--- src/logic/tpf_consts.vh ---
// constants for the transaction-aware counter filter block
`ifndef TPF_CONSTS_VH
`define TPF_CONSTS_VH

// apb register byte offsets
`define TPF_OFF_EVTSEL_LO0 8'h00
`define TPF_OFF_EVTSEL_HI0 8'h04
`define TPF_EVTSEL_STRIDE 8'h08
`define TPF_OFF_CNT0 8'h20
`define TPF_CNT_STRIDE 8'h04
`define TPF_OFF_INFO_LO 8'h30
`define TPF_OFF_INFO_HI 8'h34
`define TPF_OFF_TRIG_IP 8'h38
`define TPF_OFF_RESUME_IP 8'h3C
`define TPF_OFF_SAMP_STAT 8'h40

// event select low word fields
`define TPF_SEL_CODE_LSB 0
`define TPF_SEL_UMASK_LSB 8
`define TPF_SEL_PRECISE_BIT 17
`define TPF_SEL_ENABLE_BIT 22
// event select high word: bits 32 and 33 of the full select
`define TPF_SEL_INTX_BIT 0
`define TPF_SEL_INTXCP_BIT 1

// counter that alone may carry the checkpoint filter
`define TPF_CKPT_CNT_IDX 2
`define TPF_NUM_CNT 4

// abort events that support precise sampling
`define TPF_EVT_ELIDED_ABORT 8'hC8
`define TPF_EVT_RESTR_ABORT 8'hC9
`define TPF_UMASK_ABORT 8'h04

// abort information record bit positions
`define TPF_INFO_CYC_MSB 31
`define TPF_INFO_ELIDED_BIT 32
`define TPF_INFO_RESTR_BIT 33
`define TPF_INFO_INSTR_BIT 34
`define TPF_INFO_NONINSTR_BIT 35
`define TPF_INFO_RETRY_BIT 36
`define TPF_INFO_CONFLICT_BIT 37
`define TPF_INFO_CAPWR_BIT 38
`define TPF_INFO_CAPRD_BIT 39

// reset values
`define TPF_RST_WORD 32'h00000000
`define TPF_RST_INFO 64'h0000000000000000

`endif

--- src/logic/tpf_cnt.v ---
// one filtered performance counter with transactional checkpoint
`timescale 1ns/10ps
`default_nettype none
`include "tpf_consts.vh"

module tpf_cnt (
  input wire mclk,
  input wire srst,
  input wire evt_hit,
  input wire in_tx,
  input wire txn_checkpoint_filter,
  input wire txn_active,
  input wire txn_begin,
  input wire txn_abort,
  input wire wr_en,
  input wire [31:0] wr_data,
  output wire [31:0] cnt
);

  reg [31:0] cnt_ff;
  reg [31:0] ckpt_ff;
  reg [31:0] nxt_cnt;
  wire count_ok;

  // transaction-only filter drops events outside a region; clear bits count everything
  assign count_ok = evt_hit & (~in_tx | txn_active);

  // checkpoint taken at region entry, before any in-region increment lands
  always @(posedge mclk) begin
    if (srst) begin
      ckpt_ff <= `TPF_RST_WORD;
    end else if (txn_begin) begin
      ckpt_ff <= cnt_ff;
    end
  end

  // software write wins, then abort restore, then counting
  always @* begin
    nxt_cnt = cnt_ff;
    if (wr_en) begin
      nxt_cnt = wr_data;
    end else if (txn_abort & txn_checkpoint_filter) begin
      nxt_cnt = ckpt_ff;
    end else if (count_ok) begin
      nxt_cnt = cnt_ff + 32'h00000001;
    end
  end

  always @(posedge mclk) begin
    if (srst) begin
      cnt_ff <= `TPF_RST_WORD;
    end else begin
      cnt_ff <= nxt_cnt;
    end
  end

  assign cnt = cnt_ff;

endmodule // tpf_cnt
`default_nettype wire

--- src/logic/tpf_top.v ---
// transaction-aware counter filter with precise-sample ordering and abort record
`timescale 1ns/10ps
`default_nettype none
`include "tpf_consts.vh"

module tpf_top (
  input wire mclk,
  input wire srst,
  input wire psel,
  input wire penable,
  input wire pwrite,
  input wire [7:0] paddr,
  input wire [31:0] pwdata,
  output reg [31:0] prdata,
  output reg pready,
  output reg pslverr,
  input wire core_evt_vld,
  input wire [7:0] core_evt_code,
  input wire [7:0] core_evt_umask,
  input wire [31:0] core_evt_ip,
  input wire txn_active,
  input wire txn_begin,
  input wire txn_commit,
  input wire txn_abort,
  input wire txn_kind_restricted,
  input wire abort_instr,
  input wire abort_retry,
  input wire abort_conflict,
  input wire abort_cap_wr,
  input wire abort_cap_rd,
  input wire [31:0] elided_restart_ip,
  input wire [31:0] fallback_ip,
  output reg txn_abort_req,
  output reg samp_valid,
  output reg samp_partial,
  output reg [31:0] samp_trig_ip,
  output reg [31:0] samp_resume_ip,
  output reg [63:0] samp_abort_info,
  output reg resume_valid,
  output reg resume_to_fallback,
  output reg [31:0] resume_ip
);

  // transactional filter bits are honoured only when a mode is present
  parameter TXN_SUPPORTED = 1'b1;

  localparam ST_IDLE = 3'b001;
  localparam ST_WAIT = 3'b010;
  localparam ST_EMIT = 3'b100;

  // event select match, shared by generic and abort event paths
  function evt_match;
    input [31:0] sel;
    input [7:0] code;
    input [7:0] umask;
    begin
      evt_match = (sel[`TPF_SEL_CODE_LSB +: 8] == code) && (sel[`TPF_SEL_UMASK_LSB +: 8] == umask);
    end
  endfunction

  // abort information word from the abort-cycle causes
  function [63:0] build_info;
    input [31:0] cyc;
    input restricted;
    input instr;
    input retry;
    input conflict;
    input cap_wr;
    input cap_rd;
    begin
      build_info = `TPF_RST_INFO;
      build_info[`TPF_INFO_CYC_MSB:0] = cyc;
      build_info[`TPF_INFO_ELIDED_BIT] = ~restricted;
      build_info[`TPF_INFO_RESTR_BIT] = restricted;
      build_info[`TPF_INFO_INSTR_BIT] = instr;
      build_info[`TPF_INFO_NONINSTR_BIT] = ~instr;
      build_info[`TPF_INFO_RETRY_BIT] = retry;
      build_info[`TPF_INFO_CONFLICT_BIT] = conflict;
      build_info[`TPF_INFO_CAPWR_BIT] = cap_wr;
      build_info[`TPF_INFO_CAPRD_BIT] = cap_rd;
    end
  endfunction

  reg [31:0] sel_lo_ff [0:`TPF_NUM_CNT-1];
  reg [1:0] sel_hi_ff [0:`TPF_NUM_CNT-1];
  wire [31:0] cnt_val [0:`TPF_NUM_CNT-1];
  wire [`TPF_NUM_CNT-1:0] gen_hit;
  wire [`TPF_NUM_CNT-1:0] abt_hit;
  wire [`TPF_NUM_CNT-1:0] prec_gen;
  wire [`TPF_NUM_CNT-1:0] prec_abt;
  reg [2:0] state_ff;
  reg [2:0] nxt_state;
  reg [31:0] txn_cyc_ff;
  reg [31:0] last_cyc_ff;
  reg samp_pend_ff;
  wire elided_abort_event;
  wire restricted_abort_event;
  wire acc;
  wire setup;
  wire wr_take;
  wire [31:0] cyc_now;
  wire [63:0] abort_info_now;
  wire [31:0] abort_resume_now;
  reg [31:0] rd_mux;
  reg rd_hit;

  assign elided_abort_event = txn_abort & ~txn_kind_restricted;
  assign restricted_abort_event = txn_abort & txn_kind_restricted;
  assign setup = psel & ~penable;
  assign acc = psel & penable;
  // write lands only at the edge where the master sees pready high
  assign wr_take = acc & pready & pwrite;

  // per-counter select storage, event decode and counter instance
  genvar gi;
  generate
    for (gi = 0; gi < `TPF_NUM_CNT; gi = gi + 1) begin : g_cnt
      wire sel_en;
      wire prec_en;
      wire in_tx_eff;
      wire txn_checkpoint_filter_eff;
      wire cnt_wr;
      assign sel_en = sel_lo_ff[gi][`TPF_SEL_ENABLE_BIT];
      assign prec_en = sel_lo_ff[gi][`TPF_SEL_PRECISE_BIT];
      assign in_tx_eff = sel_hi_ff[gi][`TPF_SEL_INTX_BIT] & TXN_SUPPORTED;
      // checkpoint bit only wired where software may set it
      assign txn_checkpoint_filter_eff = (gi == `TPF_CKPT_CNT_IDX) ? (sel_hi_ff[gi][`TPF_SEL_INTXCP_BIT] & TXN_SUPPORTED) :
        1'b0;
      assign gen_hit[gi] = sel_en & core_evt_vld & evt_match(sel_lo_ff[gi], core_evt_code, core_evt_umask);
      assign abt_hit[gi] = sel_en &
        ((elided_abort_event & evt_match(sel_lo_ff[gi], `TPF_EVT_ELIDED_ABORT, `TPF_UMASK_ABORT)) |
         (restricted_abort_event & evt_match(sel_lo_ff[gi], `TPF_EVT_RESTR_ABORT, `TPF_UMASK_ABORT)));
      assign prec_gen[gi] = gen_hit[gi] & prec_en;
      assign prec_abt[gi] = abt_hit[gi] & prec_en;
      assign cnt_wr = wr_take && (paddr == `TPF_OFF_CNT0 + gi * `TPF_CNT_STRIDE);

      // select words written over the bus; upper select bits beyond 33 are not kept
      always @(posedge mclk) begin
        if (srst) begin
          sel_lo_ff[gi] <= `TPF_RST_WORD;
          sel_hi_ff[gi] <= 2'h0;
        end else if (wr_take && paddr == `TPF_OFF_EVTSEL_LO0 + gi * `TPF_EVTSEL_STRIDE) begin
          sel_lo_ff[gi] <= pwdata;
        end else if (wr_take && paddr == `TPF_OFF_EVTSEL_HI0 + gi * `TPF_EVTSEL_STRIDE) begin
          sel_hi_ff[gi] <= pwdata[1:0];
        end
      end

      tpf_cnt u_cnt (
        .mclk(mclk),
        .srst(srst),
        .evt_hit(gen_hit[gi] | abt_hit[gi]),
        .in_tx(in_tx_eff),
        .txn_checkpoint_filter(txn_checkpoint_filter_eff),
        .txn_active(txn_active),
        .txn_begin(txn_begin),
        .txn_abort(txn_abort),
        .wr_en(cnt_wr),
        .wr_data(pwdata),
        .cnt(cnt_val[gi])
      );
    end
  endgenerate

  // region cycle count; begin and closing cycles are both included
  assign cyc_now = txn_cyc_ff + 32'h00000001;
  assign abort_info_now = build_info(cyc_now, txn_kind_restricted, abort_instr, abort_retry,
    abort_conflict, abort_cap_wr, abort_cap_rd);
  // resume point depends on which mode aborted
  assign abort_resume_now = txn_kind_restricted ? fallback_ip : elided_restart_ip;

  always @(posedge mclk) begin
    if (srst) begin
      txn_cyc_ff <= `TPF_RST_WORD;
      last_cyc_ff <= `TPF_RST_WORD;
    end else begin
      if (txn_begin) begin
        txn_cyc_ff <= 32'h00000001; // begin cycle is the first region cycle
      end else if (txn_active) begin
        txn_cyc_ff <= cyc_now;
      end
      if (txn_commit | txn_abort) begin
        last_cyc_ff <= cyc_now;
      end
    end
  end

  // resume redirect towards the core on every abort
  always @(posedge mclk) begin
    if (srst) begin
      resume_valid <= 1'b0;
      resume_to_fallback <= 1'b0;
      resume_ip <= `TPF_RST_WORD;
    end else begin
      resume_valid <= txn_abort;
      if (txn_abort) begin
        resume_to_fallback <= txn_kind_restricted;
        resume_ip <= abort_resume_now;
      end
    end
  end

  // sampling order: abort before sample, sample two cycles after abort
  always @* begin
    nxt_state = state_ff;
    case (state_ff)
      ST_IDLE: begin
        if (|prec_abt) begin
          nxt_state = ST_EMIT;
        end else if ((|prec_gen) & txn_active) begin
          nxt_state = ST_WAIT;
        end else if (|prec_gen) begin
          nxt_state = ST_EMIT;
        end
      end
      ST_WAIT: begin
        if (txn_abort) begin
          nxt_state = ST_EMIT;
        end
      end
      ST_EMIT: begin
        nxt_state = ST_IDLE;
      end
      default: begin
        nxt_state = ST_IDLE;
      end
    endcase
  end

  // record fields; abort-related records carry trigger ip, resume ip and abort info, with samp_partial set
  always @(posedge mclk) begin
    if (srst) begin
      state_ff <= ST_IDLE;
      txn_abort_req <= 1'b0;
      samp_valid <= 1'b0;
      samp_partial <= 1'b0;
      samp_trig_ip <= `TPF_RST_WORD;
      samp_resume_ip <= `TPF_RST_WORD;
      samp_abort_info <= `TPF_RST_INFO;
    end else begin
      state_ff <= nxt_state;
      samp_valid <= (state_ff == ST_EMIT);
      case (state_ff)
        ST_IDLE: begin
          if (|prec_abt) begin
            samp_trig_ip <= core_evt_ip;
            samp_resume_ip <= abort_resume_now;
            samp_abort_info <= abort_info_now;
            samp_partial <= 1'b1;
          end else if ((|prec_gen) & txn_active) begin
            txn_abort_req <= 1'b1;
            samp_trig_ip <= core_evt_ip;
          end else if (|prec_gen) begin
            samp_trig_ip <= core_evt_ip;
            samp_resume_ip <= core_evt_ip;
            samp_abort_info <= {32'h00000000, last_cyc_ff};
            samp_partial <= 1'b0;
          end
        end
        ST_WAIT: begin
          // request held until the core reports the abort
          if (txn_abort) begin
            txn_abort_req <= 1'b0;
            samp_resume_ip <= abort_resume_now;
            samp_abort_info <= abort_info_now;
            samp_partial <= 1'b1;
          end
        end
        default: begin
          txn_abort_req <= 1'b0;
        end
      endcase
    end
  end

  // sticky record-ready flag, write one to clear; a new record wins the tie
  always @(posedge mclk) begin
    if (srst) begin
      samp_pend_ff <= 1'b0;
    end else if (state_ff == ST_EMIT) begin
      samp_pend_ff <= 1'b1;
    end else if (wr_take && paddr == `TPF_OFF_SAMP_STAT && pwdata[0]) begin
      samp_pend_ff <= 1'b0;
    end
  end

  // read decode; unmapped addresses answer with an error
  integer ri;
  always @* begin
    rd_mux = `TPF_RST_WORD;
    rd_hit = 1'b0;
    for (ri = 0; ri < `TPF_NUM_CNT; ri = ri + 1) begin
      if (paddr == `TPF_OFF_EVTSEL_LO0 + ri * `TPF_EVTSEL_STRIDE) begin
        rd_mux = sel_lo_ff[ri];
        rd_hit = 1'b1;
      end
      if (paddr == `TPF_OFF_EVTSEL_HI0 + ri * `TPF_EVTSEL_STRIDE) begin
        rd_mux = {30'h00000000, sel_hi_ff[ri]};
        rd_hit = 1'b1;
      end
      if (paddr == `TPF_OFF_CNT0 + ri * `TPF_CNT_STRIDE) begin
        rd_mux = cnt_val[ri];
        rd_hit = 1'b1;
      end
    end
    case (paddr)
      `TPF_OFF_INFO_LO: begin
        rd_mux = samp_abort_info[31:0];
        rd_hit = 1'b1;
      end
      `TPF_OFF_INFO_HI: begin
        rd_mux = samp_abort_info[63:32];
        rd_hit = 1'b1;
      end
      `TPF_OFF_TRIG_IP: begin
        rd_mux = samp_trig_ip;
        rd_hit = 1'b1;
      end
      `TPF_OFF_RESUME_IP: begin
        rd_mux = samp_resume_ip;
        rd_hit = 1'b1;
      end
      `TPF_OFF_SAMP_STAT: begin
        rd_mux = {30'h00000000, samp_partial, samp_pend_ff};
        rd_hit = 1'b1;
      end
      default: begin
        rd_mux = rd_mux;
      end
    endcase
  end

  // one wait state: pready rises in the second access cycle, then drops
  always @(posedge mclk) begin
    if (srst) begin
      pready <= 1'b0;
      pslverr <= 1'b0;
      prdata <= `TPF_RST_WORD;
    end else begin
      pready <= acc & ~pready;
      pslverr <= acc & ~pready & ~rd_hit;
      if (acc & ~pready & ~pwrite) begin
        prdata <= rd_mux;
      end
    end
  end

endmodule // tpf_top
`default_nettype wire

--- config.mk ---
export PLATFORM = sky130hd
export DESIGN_NAME = tpf_top
export DESIGN_NICKNAME = d
export VERILOG_FILES = /design/src/logic/tpf_cnt.v /design/src/logic/tpf_top.v
export VERILOG_INCLUDE_DIRS = /design/src /design/src/logic
export SDC_FILE = /design/constraint.sdc
export NUM_CORES = 1
export LEC_CHECK = 0
export BUFFER_PORTS_ARGS = -buffer_cell sky130_fd_sc_hd__buf_2
export CAP_MARGIN = 10
export CORE_MARGIN = 3
export CORE_UTILIZATION = 31
export DETAILED_ROUTE_END_ITERATION = 7
export HOLD_SLACK_MARGIN = 0.08
export MAX_ROUTING_LAYER = met4
export REMOVE_ABC_BUFFERS = 1
export SLEW_MARGIN = 20
export SYNTH_ARGS = -nofsm -noshare
export SYNTH_HDL_FRONTEND = slang
export SYNTH_SLANG_ARGS = --single-unit
--- constraint.sdc ---
create_clock -name mclk -period 6 [get_ports mclk]
set_input_delay 1.2 -clock mclk [delete_from_list [all_inputs] [get_ports mclk]]
set_output_delay 1.2 -clock mclk [all_outputs]
set_load 0.005 [all_outputs]
### Word-level counts from Yosys, hierarchy flattened

Memory sizes are Yosys's and may differ from the RTL's.
Cells that the tools add are included.
Widths: inputs -> output; s select.

| word-level totals | value |
|---|---|
| register bits | 427 |
| RAM bits | 136 |
| bits of input ports | 168 |
| output and inout bits | 199 |
| logic and storage cells | 293 |
| memories kept | 2 |

Memory list:

| memory | words | width | rd ports | clocked after Yosys merged registers in | write ports | line | text |
|---|---|---|---|---|---|---|---|
| sel_lo_ff | 4 | 32 | 4 | 0 | 4 | tpf_top.v:84 | `` reg [31:0] sel_lo_ff [0:`TPF_NUM_CNT-1]; `` |
| sel_hi_ff | 4 | 2 | 4 | 0 | 4 | tpf_top.v:85 | `` reg [1:0] sel_hi_ff [0:`TPF_NUM_CNT-1]; `` |

| cells by class | value |
|---|---|
| add/sub/neg operators | 5 |
| equality and inequality tests | 45 |
| mux-type cells | 104 |
| bitwise operators | 72 |
| reductions and logical operators | 43 |

Operators by type and width:

| cell | number |
|---|---|
| $mux 32 | 32 |
| $mux 64 | 4 |
| $add 32x1->32 const B | 5 |
| $pmux 32 s5 | 1 |
| $pmux 64 s2 | 1 |
| $eq 8x6->1 const B | 8 |
| $eq 8x8->1 | 8 |
| $eq 8x8->1 const B | 8 |
| $pmux 32 s2 | 1 |
| $mux 1 | 54 |
| $and 1x1->1 | 42 |
| $eq 8x3->1 const B | 5 |
| $eq 8x5->1 const B | 4 |
| $logic_and 1x1->1 | 26 |
| $or 1x1->1 | 21 |
| $eq 8x4->1 const B | 2 |
| $mux 3 | 4 |
| $reduce_bool 2->1 | 6 |
| $not 1->1 | 9 |
| $eq 8x7->1 const B | 1 |
| $logic_not 8->1 | 1 |
| $mux 2 | 4 |
| $reduce_or 4->1 | 2 |
| $ne 2x2->1 const B | 3 |
| 13 further kinds | 17 |

### Longest topological paths before layout

Gate-level depths: netlist (run 1).

| logic depth | value |
|---|---|
| depth after elaboration | 16 |
| depth in mapped cells | 10 |
| mapped depth without buffers | 8 |

### Cells and area by module

From an unflattened synthesis (run 1), not the netlist that was laid out.

| second synthesis, totals | value |
|---|---|
| cell total of the unflattened synthesis | 3865 |
| area, all modules | 34100.2 µm² |

By module, submodules not included:

| module | instances | cells each | area each (µm²) | sequential area each (µm²) |
|---|---|---|---|---|
| tpf_top | 1 | 2097 | 19926.6 | 8948.6 |
| tpf_cnt | 4 | 442 | 3543.4 | 1281.2 |

### Worst setup path before layout (run 1)

No wires, ideal clock.

| timing path | value |
|---|---|
| kind | input to register |
| start | input paddr[5] |
| end | memory sel_lo_ff[3][0] (enable) |
| library setup time | 0.466 ns |
| arrival | 4.656 ns |
| data required time | 5.534 ns |
| path slack | 0.878 ns |
| stages on the path | 5 |
| path buffers | 2 |
| path through | nor4b_1 > clkbuf_1 > nand2_1 > clkbuf_1 > o21ai_0 |

RTL lines:

| what | line | text |
|---|---|---|
| from (decl) | tpf_top.v:12 | `input wire [7:0] paddr,` |
| to (decl) | tpf_top.v:84 |  |

### Final worst setup path (run 1)

| timing path | value |
|---|---|
| start | input paddr[4] |
| end | register prdata[17] |

| on the way | value |
|---|---|
| cells in the longest elaborated chain, start to end | 14 |
| elaborated cells on any way between the ends | 30 |
| those cells by class | eq/ne (16); mux (13); reduce/logical (1) |

RTL lines:

| what | line | text |
|---|---|---|
| $logic_not 8->1 (no line) | -- |  |
| $mux 32 | tpf_top.v:293 | `` if (paddr == `TPF_OFF_EVTSEL_LO0 + ri * `TPF_EVTSEL_STRIDE) begin `` |
| $mux 32 | tpf_top.v:297 | `` if (paddr == `TPF_OFF_EVTSEL_HI0 + ri * `TPF_EVTSEL_STRIDE) begin `` |
| $mux 32 | tpf_top.v:301 | `` if (paddr == `TPF_OFF_CNT0 + ri * `TPF_CNT_STRIDE) begin `` |
| $mux 32 | tpf_top.v:293 |  |
| $mux 32 | tpf_top.v:297 |  |
| $mux 32 | tpf_top.v:301 |  |
| $mux 32 | tpf_top.v:293 |  |
| $mux 32 | tpf_top.v:297 |  |
| $mux 32 | tpf_top.v:301 |  |
| $mux 32 | tpf_top.v:293 |  |
| $mux 32 | tpf_top.v:297 |  |
| $mux 32 | tpf_top.v:301 |  |
| $pmux 32 s5 * | tpf_top.v:306 | `case (paddr)` |
| to (signal assigned) | tpf_top.v:338 | `` prdata <= `TPF_RST_WORD; `` |
| to (signal assigned) | tpf_top.v:343 | `prdata <= rd_mux;` |
| to (decl) | tpf_top.v:14 | `output reg [31:0] prdata,` |

Every way passes the cells marked *; elsewhere a longest branch is shown, timed or not.
A chain may end at the register's enable or synchronous reset.

==> run summary, run 1 <==
Residual DRC = 7
total vias in the final route = 26,180
total wire length = 108.9 mm
cells after synthesis = 3,222
CP Capture Type = flip-flop
worst r2r src = sel_lo_ff[2][8]
routed wl met3 = 7.671 mm
via-per-instance ratio = 5.654
clk buf depth = 3
VDD IR max = 0.1916 mV
final non-filler cell total = 4,631
Static Leak = 12.56 nW
r2r worst-path depth = 8
vias in the first global route = 24,420
CTS tree = yes
core box area = 90,700 sq um
Hold Buf Count CTS = 0
Max Freq = 253.6 MHz
yosys warns = 0
most frequent cells after synthesis = dfxtp_1, nor2_1, clkbuf_1, nand2_1, a21oi_1
Final Cycle Share = 0.6571
Power Density = 242.0 nW/um^2
#FFs+latches synth = 539
fin nets = 3,568
overall global routing resource usage = 0.2254
P&R area growth vs syn = 15.51%
antenna-violating nets left = 0
worst-path fanout max = 19
Total Neg Setup Slack = 0 ns
hpwl dp = 78.44 mm
violated checks = DRC
die area = 95,730 sq um
Final Skew = 0.01490 ns
Placer Congestion = 1.006
worst slew pin tran = 1.019 ns
cell area after synthesis = 28,530 sq um
H-tree level count = 2
Starting Density = 0.3146
headroom to the max-slew limit = 0.3205
post-synthesis async set-or-reset flop share = 0
Mean Syn Cell Area = 8.856 sq um
later-pin clock latency in the skew report = 0.63 ns
first-pass GRT wire length = 160.6 mm
root buf cell = clkbuf_16
TritonCTS buffer count = 57
critical path class = in2reg
post-DR wirelength/cell = 23.51 um
CP startpoint = paddr[4]
drt pass-1 iters = 8
Seq/Total Area, Yosys = 0.4259
Critical R2R Capture = samp_abort_info[23]
Top Metal Used = met4
Worst setup endpoint = prdata[17]
arrival time worst endpoint = 4.51 ns
unrepaired setup endpoints after global routing = false
fin. max-slew vios = 0
met2 wire len = 51.82 mm
I/O Buffers = 342
I/O pins = 367
Worst setup SP type = input pin
die span in x = 309.4 um
Post-synth EDFFs = 136
clk sinks = 539
reg2reg setup slack = 2.27 ns
most numerous cell in the Yosys netlist = dfxtp_1
Core Rows = 110
leading area contributor after synthesis = dfxtp_1
grt total ovfl = 0
Synth Flop Type = dfxtp_1
antenna violations before repair = 14
placed cell count = 4,512
Post-CTS Repair Setup Buffers = 0
fin util = 0.3634
Die Y = 309.4 um
final setup fails = 0
minimum clock period = 3.942 ns
WP data required = 6.57 ns
CTS resizes = 0
top cells by area, synth = dfxtp_1, edfxtp_1, mux2i_1
top-area cell type share of the netlist area = 0.2827
largest net degree at the start of global routing = 99
worst hold path class = reg2reg
Hold Fails Final Rpt = 0
clk slew on worst S/H paths = 0.06 ns
share of cells above drive strength 1 = 0.1635
Netlist cell types = 83
met1 WL = 45.31 mm
Iter 0 DRT Violations = 2,549
Max-cap violations = 0
status = finished, violations left
## cell usage in the layout (no fill, tap or decap), drive strengths merged, types with 9 or more instances in the layout
cell type,instances
dfxtp,403
buf,403
nor2,382
nand2,229
a21oi,179
mux2i,172
a211oi,156
and3,141
o21ai,140
edfxtp,136
xnor2,117
clkbuf,75
nand3,73
xor2,60
nand4,59
nor4,58
nor3,56
o211ai,51
and2,50
a311oi,42
o31ai,37
inv,36
and4,34
a22o,31
or3,31
a222oi,29
a221oi,28
conb,24
clkinv,22
a211o,19
a31oi,18
diode,12
nor4b,12
or4,10
a22oi,9
or2,9
## state kept, by name, summed over array words and instances (netlist names), 3 cells and up
name,flops
sel_hi_ff,8
state_ff,3
g_cnt.u_cnt.cnt,128
resume_ip,32
sel_lo_ff,128
last_cyc_ff,32
g_cnt.u_cnt.ckpt_ff,32
samp_abort_info,40
samp_trig_ip,32
samp_resume_ip,32
txn_cyc_ff,32
prdata,32
## per-layer routing
layer	up-vias	track usage
li1	12260	-
met5	-	-
met1	12720	0.2841
met2	1005	0.3666
met4	0	0.07980
met3	197	0.03584
## per-stage QoR
stage | setup WS, ns | power (mW) | instance area [sq um] | hold WS, ns
3_3_place_gp | 1.575 | 4.440 | 31040 | 0.4312
5_1_grt | 1.964 | 8.225 | 32960 | 0.4949
2_1_floorplan | -0.2667 | 4.128 | 27270 | 0.4461
4_1_cts | 2.209 | 8.048 | 32930 | 0.4557
3_5_place_dp | 1.546 | 4.443 | 31050 | 0.4416
6_report | 2.058 | 7.978 | 32960 | 0.4480
## cell type report
| cell class | instances | area [sq um] |
|---|---|---|
| fill | 9278 | 57740 |
| multi-input combinational | 2358 | 15090 |
| sequential | 539 | 12150 |
| timing repair buffer | 403 | 2207 |
| clock buffer | 75 | 1555 |
| tap | 1176 | 1471 |
| clock inverter | 32 | 320.3 |
| inverter | 36 | 140.1 |
| antenna | 12 | 30.03 |
## worst max-delay path, cell delays in order
cell      delay, ns
buf_2          0.14
nor4b_2        0.73
and2_1         0.77
buf_4          0.41
a222oi_1       0.11
a31oi_1        0.37
a21oi_1        0.08
o31ai_1        0.48
a22o_1         0.20
## cell families (layout without fill, tap and decap cells)
| logic type | count (synthesis) | in the layout | share of synthesized area |
|---|---|---|---|
| buffers and inverters | 348 | 546 | 0.05200 |
| and+or+nand+nor | 1179 | 1179 | 0.2109 |
| AOI/OAI and AO/OA | 793 | 793 | 0.1911 |
| muxes | 180 | 180 | 0.06349 |
| adders and majority gates | 5 | 5 | 0.002192 |
| xor gates and xnor gates | 177 | 177 | 0.05433 |
| DFF | 539 | 539 | 0.4259 |
| other | 1 | 36 | 0.0001314 |
## report_power, final
| part | internal [mW] | total [mW] | switching [mW] |
|---|---|---|---|
| logic | 0.173 | 0.514 | 0.341 |
| clock network | 2.05 | 3.61 | 1.57 |
| registers | 3.79 | 3.85 | 0.0646 |
| total | 6.01 | 7.98 | 1.97 |
## worst min path at each step
stage	endpoint	startpoint	cells after the start	slack (ns)
floorplan	state_ff[1]	state_ff[2]	1	0.45
global placement	prdata[30]	prdata[30]	2	0.43
detailed placement	prdata[30]	prdata[30]	2	0.44
CTS	prdata[30]	prdata[30]	2	0.46
global route	resume_ip[9]	resume_ip[9]	2	0.49
finish	prdata[30]	prdata[30]	2	0.45
No activity file was read; power rests on OpenSTA's default activity.
==> run 2, diff against run 1 <==
==> constraint.sdc (replaced) <==
create_clock -name mclk -period 3.6 [get_ports mclk]
set_input_delay 0.72 -clock mclk [delete_from_list [all_inputs] [get_ports mclk]]
set_output_delay 0.72 -clock mclk [all_outputs]
set_load 0.005 [all_outputs]
==> run 2 against run 1 <==
  * The run now ends clean
  * Cell count up 0.86%
  * Clock-buffer cell count increased by 9
  * Worst hold slack worse by 0.13 ns
  * Sequential power up 67%
  * Total power grew 71%
  * Combinational power is 69% higher
  * Sequential cell count unchanged
  * Non-clock buffer count is 47 higher
  * Final area up 1.8%
  * Global-route usage fell by 0.55 points
  * Critical path type is now reg2reg
  * Highest routed layer unchanged
==> run summary, run 2 (synthesized netlist as in run 1, its figures left out) <==
Post-CTS Repair Setup Buffers = 0 (unchanged)
unrepaired setup endpoints after global routing = false
Final Skew = 0.03030 ns (+0.01540 ns)
Cell Chain, Critical Path = and4bb_2 > nand2_1 > nor4_1 > a2111oi_0 > o21ai_1 > nor2_4 > buf_12 > mux2i_1
core box area = 90,700 sq um (unchanged)
root buf cell = clkbuf_16
worst hold path class = in2reg
pre-CTS WS = 0.1464 ns (-1.400 ns)
Core Rows = 110 (unchanged)
grt total ovfl = 0 (unchanged)
overall global routing resource usage = 0.2198 (-0.005549)
fin nets = 3,617 (+1.4%)
later-pin clock latency in the skew report = 0.65 ns (+0.02 ns)
vias in the first global route = 24,470 (+0.18%)
most common cell after layout, fill and taps aside = dfxtp_1
Max Freq = 314.2 MHz
Worst setup SP type = flip-flop
fin. max-slew vios = 0 (unchanged)
P&R area growth vs syn = 17.58%
hpwl dp = 76.24 mm (-2.8%)
Residual DRC = 0 (-7)
Final Cycle Share = 0.8840
headroom to the max-slew limit = 0.3305 (+0.009969)
clk slew on worst S/H paths = 0.06 ns (about the same)
via-per-instance ratio = 5.621 (-0.59%)
CTS resizes = 0 (unchanged)
total vias in the final route = 26,250 (+0.27%)
most frequent cells in the layout = dfxtp_1, nor2_1, buf_2, nand2_1, a21oi_1
clk sinks = 539 (unchanged)
final instance area = 33,550 sq um (+1.8%)
largest net degree at the start of global routing = 172 (+74%)
worst slew pin tran = 1.004 ns (-0.01495 ns)
share of cells above drive strength 1 = 0.1760 (+0.01250)
H-tree level count = 2 (unchanged)
die area = 95,730 sq um (unchanged)
I/O Buffers = 342 (unchanged)
Post-DP Area = 31,540 sq um (+1.6%)
Iter 0 DRT Violations = 2,533 (-0.63%)
antenna-violating nets left = 0 (unchanged)
total wire length = 107.2 mm (-1.6%)
CP top delay family = compound AO/OA/AOI/OAI gates
crit path max-delay cell type = a2111oi_0
critical path class = reg2reg
WHS = 0.3190 ns (-0.1290 ns)
final setup fails = 0 (unchanged)
minimum clock period = 3.182 ns
status = complete, no violations
worst-path fanout max = 55 (+36)
Power Density = 406.5 nW/um^2 (+68%)
Die Y = 309.4 um (unchanged)
Max-cap violations = 0 (unchanged)
Starting Density = 0.3146 (unchanged)
Placer Congestion = 0.9776 (-2.8%)
first-pass GRT wire length = 158.1 mm (-1.6%)
clk buf depth = 3 (unchanged)
worst setup margin = 0.4177 ns (-1.640 ns)
CP Capture Type = flip-flop
antenna violations before repair = 1 (-13)
TritonCTS buffer count = 59 (+3.5%)
drt pass-1 iters = 8 (unchanged)
post-DR wirelength/cell = 22.94 um (-2.4%)
CTS tree = yes
Static Leak = 12.91 nW (+2.8%)
arrival time worst endpoint = 3.74 ns (-0.77 ns)
CP bufs+invs = 1 (-1)
I/O pins = 367 (unchanged)
die span in x = 309.4 um (unchanged)
Hold Buf Count CTS = 0 (unchanged)
max incr delay on CP = 0.69 ns (-0.08 ns)
WP data required = 4.16 ns (-2.41 ns)
Hold Fails Final Rpt = 0 (unchanged)
VDD IR max = 0.3727 mV (+95%)
-- run 2: cell count changes in the layout (fill, tap and decap cells not counted), sizes merged --
| cell | change |
|---|---|
| buf | +47 |
| bufinv | -1 |
| clkbuf | +9 |
| clkinv | -5 |
| clkinvlp | -4 |
| diode | -11 |
| inv | +5 |
-- run 2: power breakdown --
group          switching [mW]  total (mW)  leakage, nW  internal, mW
sequential              0.109        6.42         4.68          6.31
clock                    2.72        6.35        0.995          3.63
combinational           0.566       0.867         7.23         0.301
total                    3.40        13.6         12.9          10.2
-- run 2: per-layer routing --
layer / wire length, um / global-route usage / up-vias
met4: 3246 / 0.06200 / 0
met1: 46050 / 0.2822 / 12790
met5: 0 / - / -
met2: 51550 / 0.3650 / 910
met3: 6330 / 0.02669 / 183
li1: - / - / 12370
-- run 2: final timing paths --
check             cells after the start  slack (ns)        startpoint            endpoint
setup / recovery                      8        0.42  sel_lo_ff[3][10]  samp_resume_ip[23]
hold / removal                        3        0.32    core_evt_ip[2]     samp_trig_ip[2]
setup reg to reg                      8        0.42  sel_lo_ff[3][10]  samp_resume_ip[23]
hold reg to reg                       2        0.47        prdata[30]          prdata[30]
-- run 2: cell type report --
| class | count | area [sq um] |
|---|---|---|
| Antenna cell | 1 | 2.502 |
| Clock buffer | 84 | 1714 |
| Clock inverter | 27 | 295.3 |
| Fill cell | 9257 | 57150 |
| Inverter | 36 | 140.1 |
| Multi-Input combinational cell | 2358 | 15080 |
| Sequential cell | 539 | 12150 |
| Tap cell | 1176 | 1471 |
| Timing Repair Buffer | 450 | 2698 |
-- run 2: metrics by stage --
stage	utilization	total power, mW	cells	setup TNS, ns
5_1_grt	0.3699	14.07	4671	0
6_report	0.3699	13.64	4671	0
3_5_place_dp	0.3477	7.414	4559	0
4_1_cts	0.3699	13.77	4670	0
3_3_place_gp	0.3477	7.409	4559	0
2_1_floorplan	-	6.879	2933	-438.98
-- run 2: worst min-delay path, stage by stage --
cell	delay, ns
buf_2	0.09
mux2i_1	0.06
nor2_1	0.07
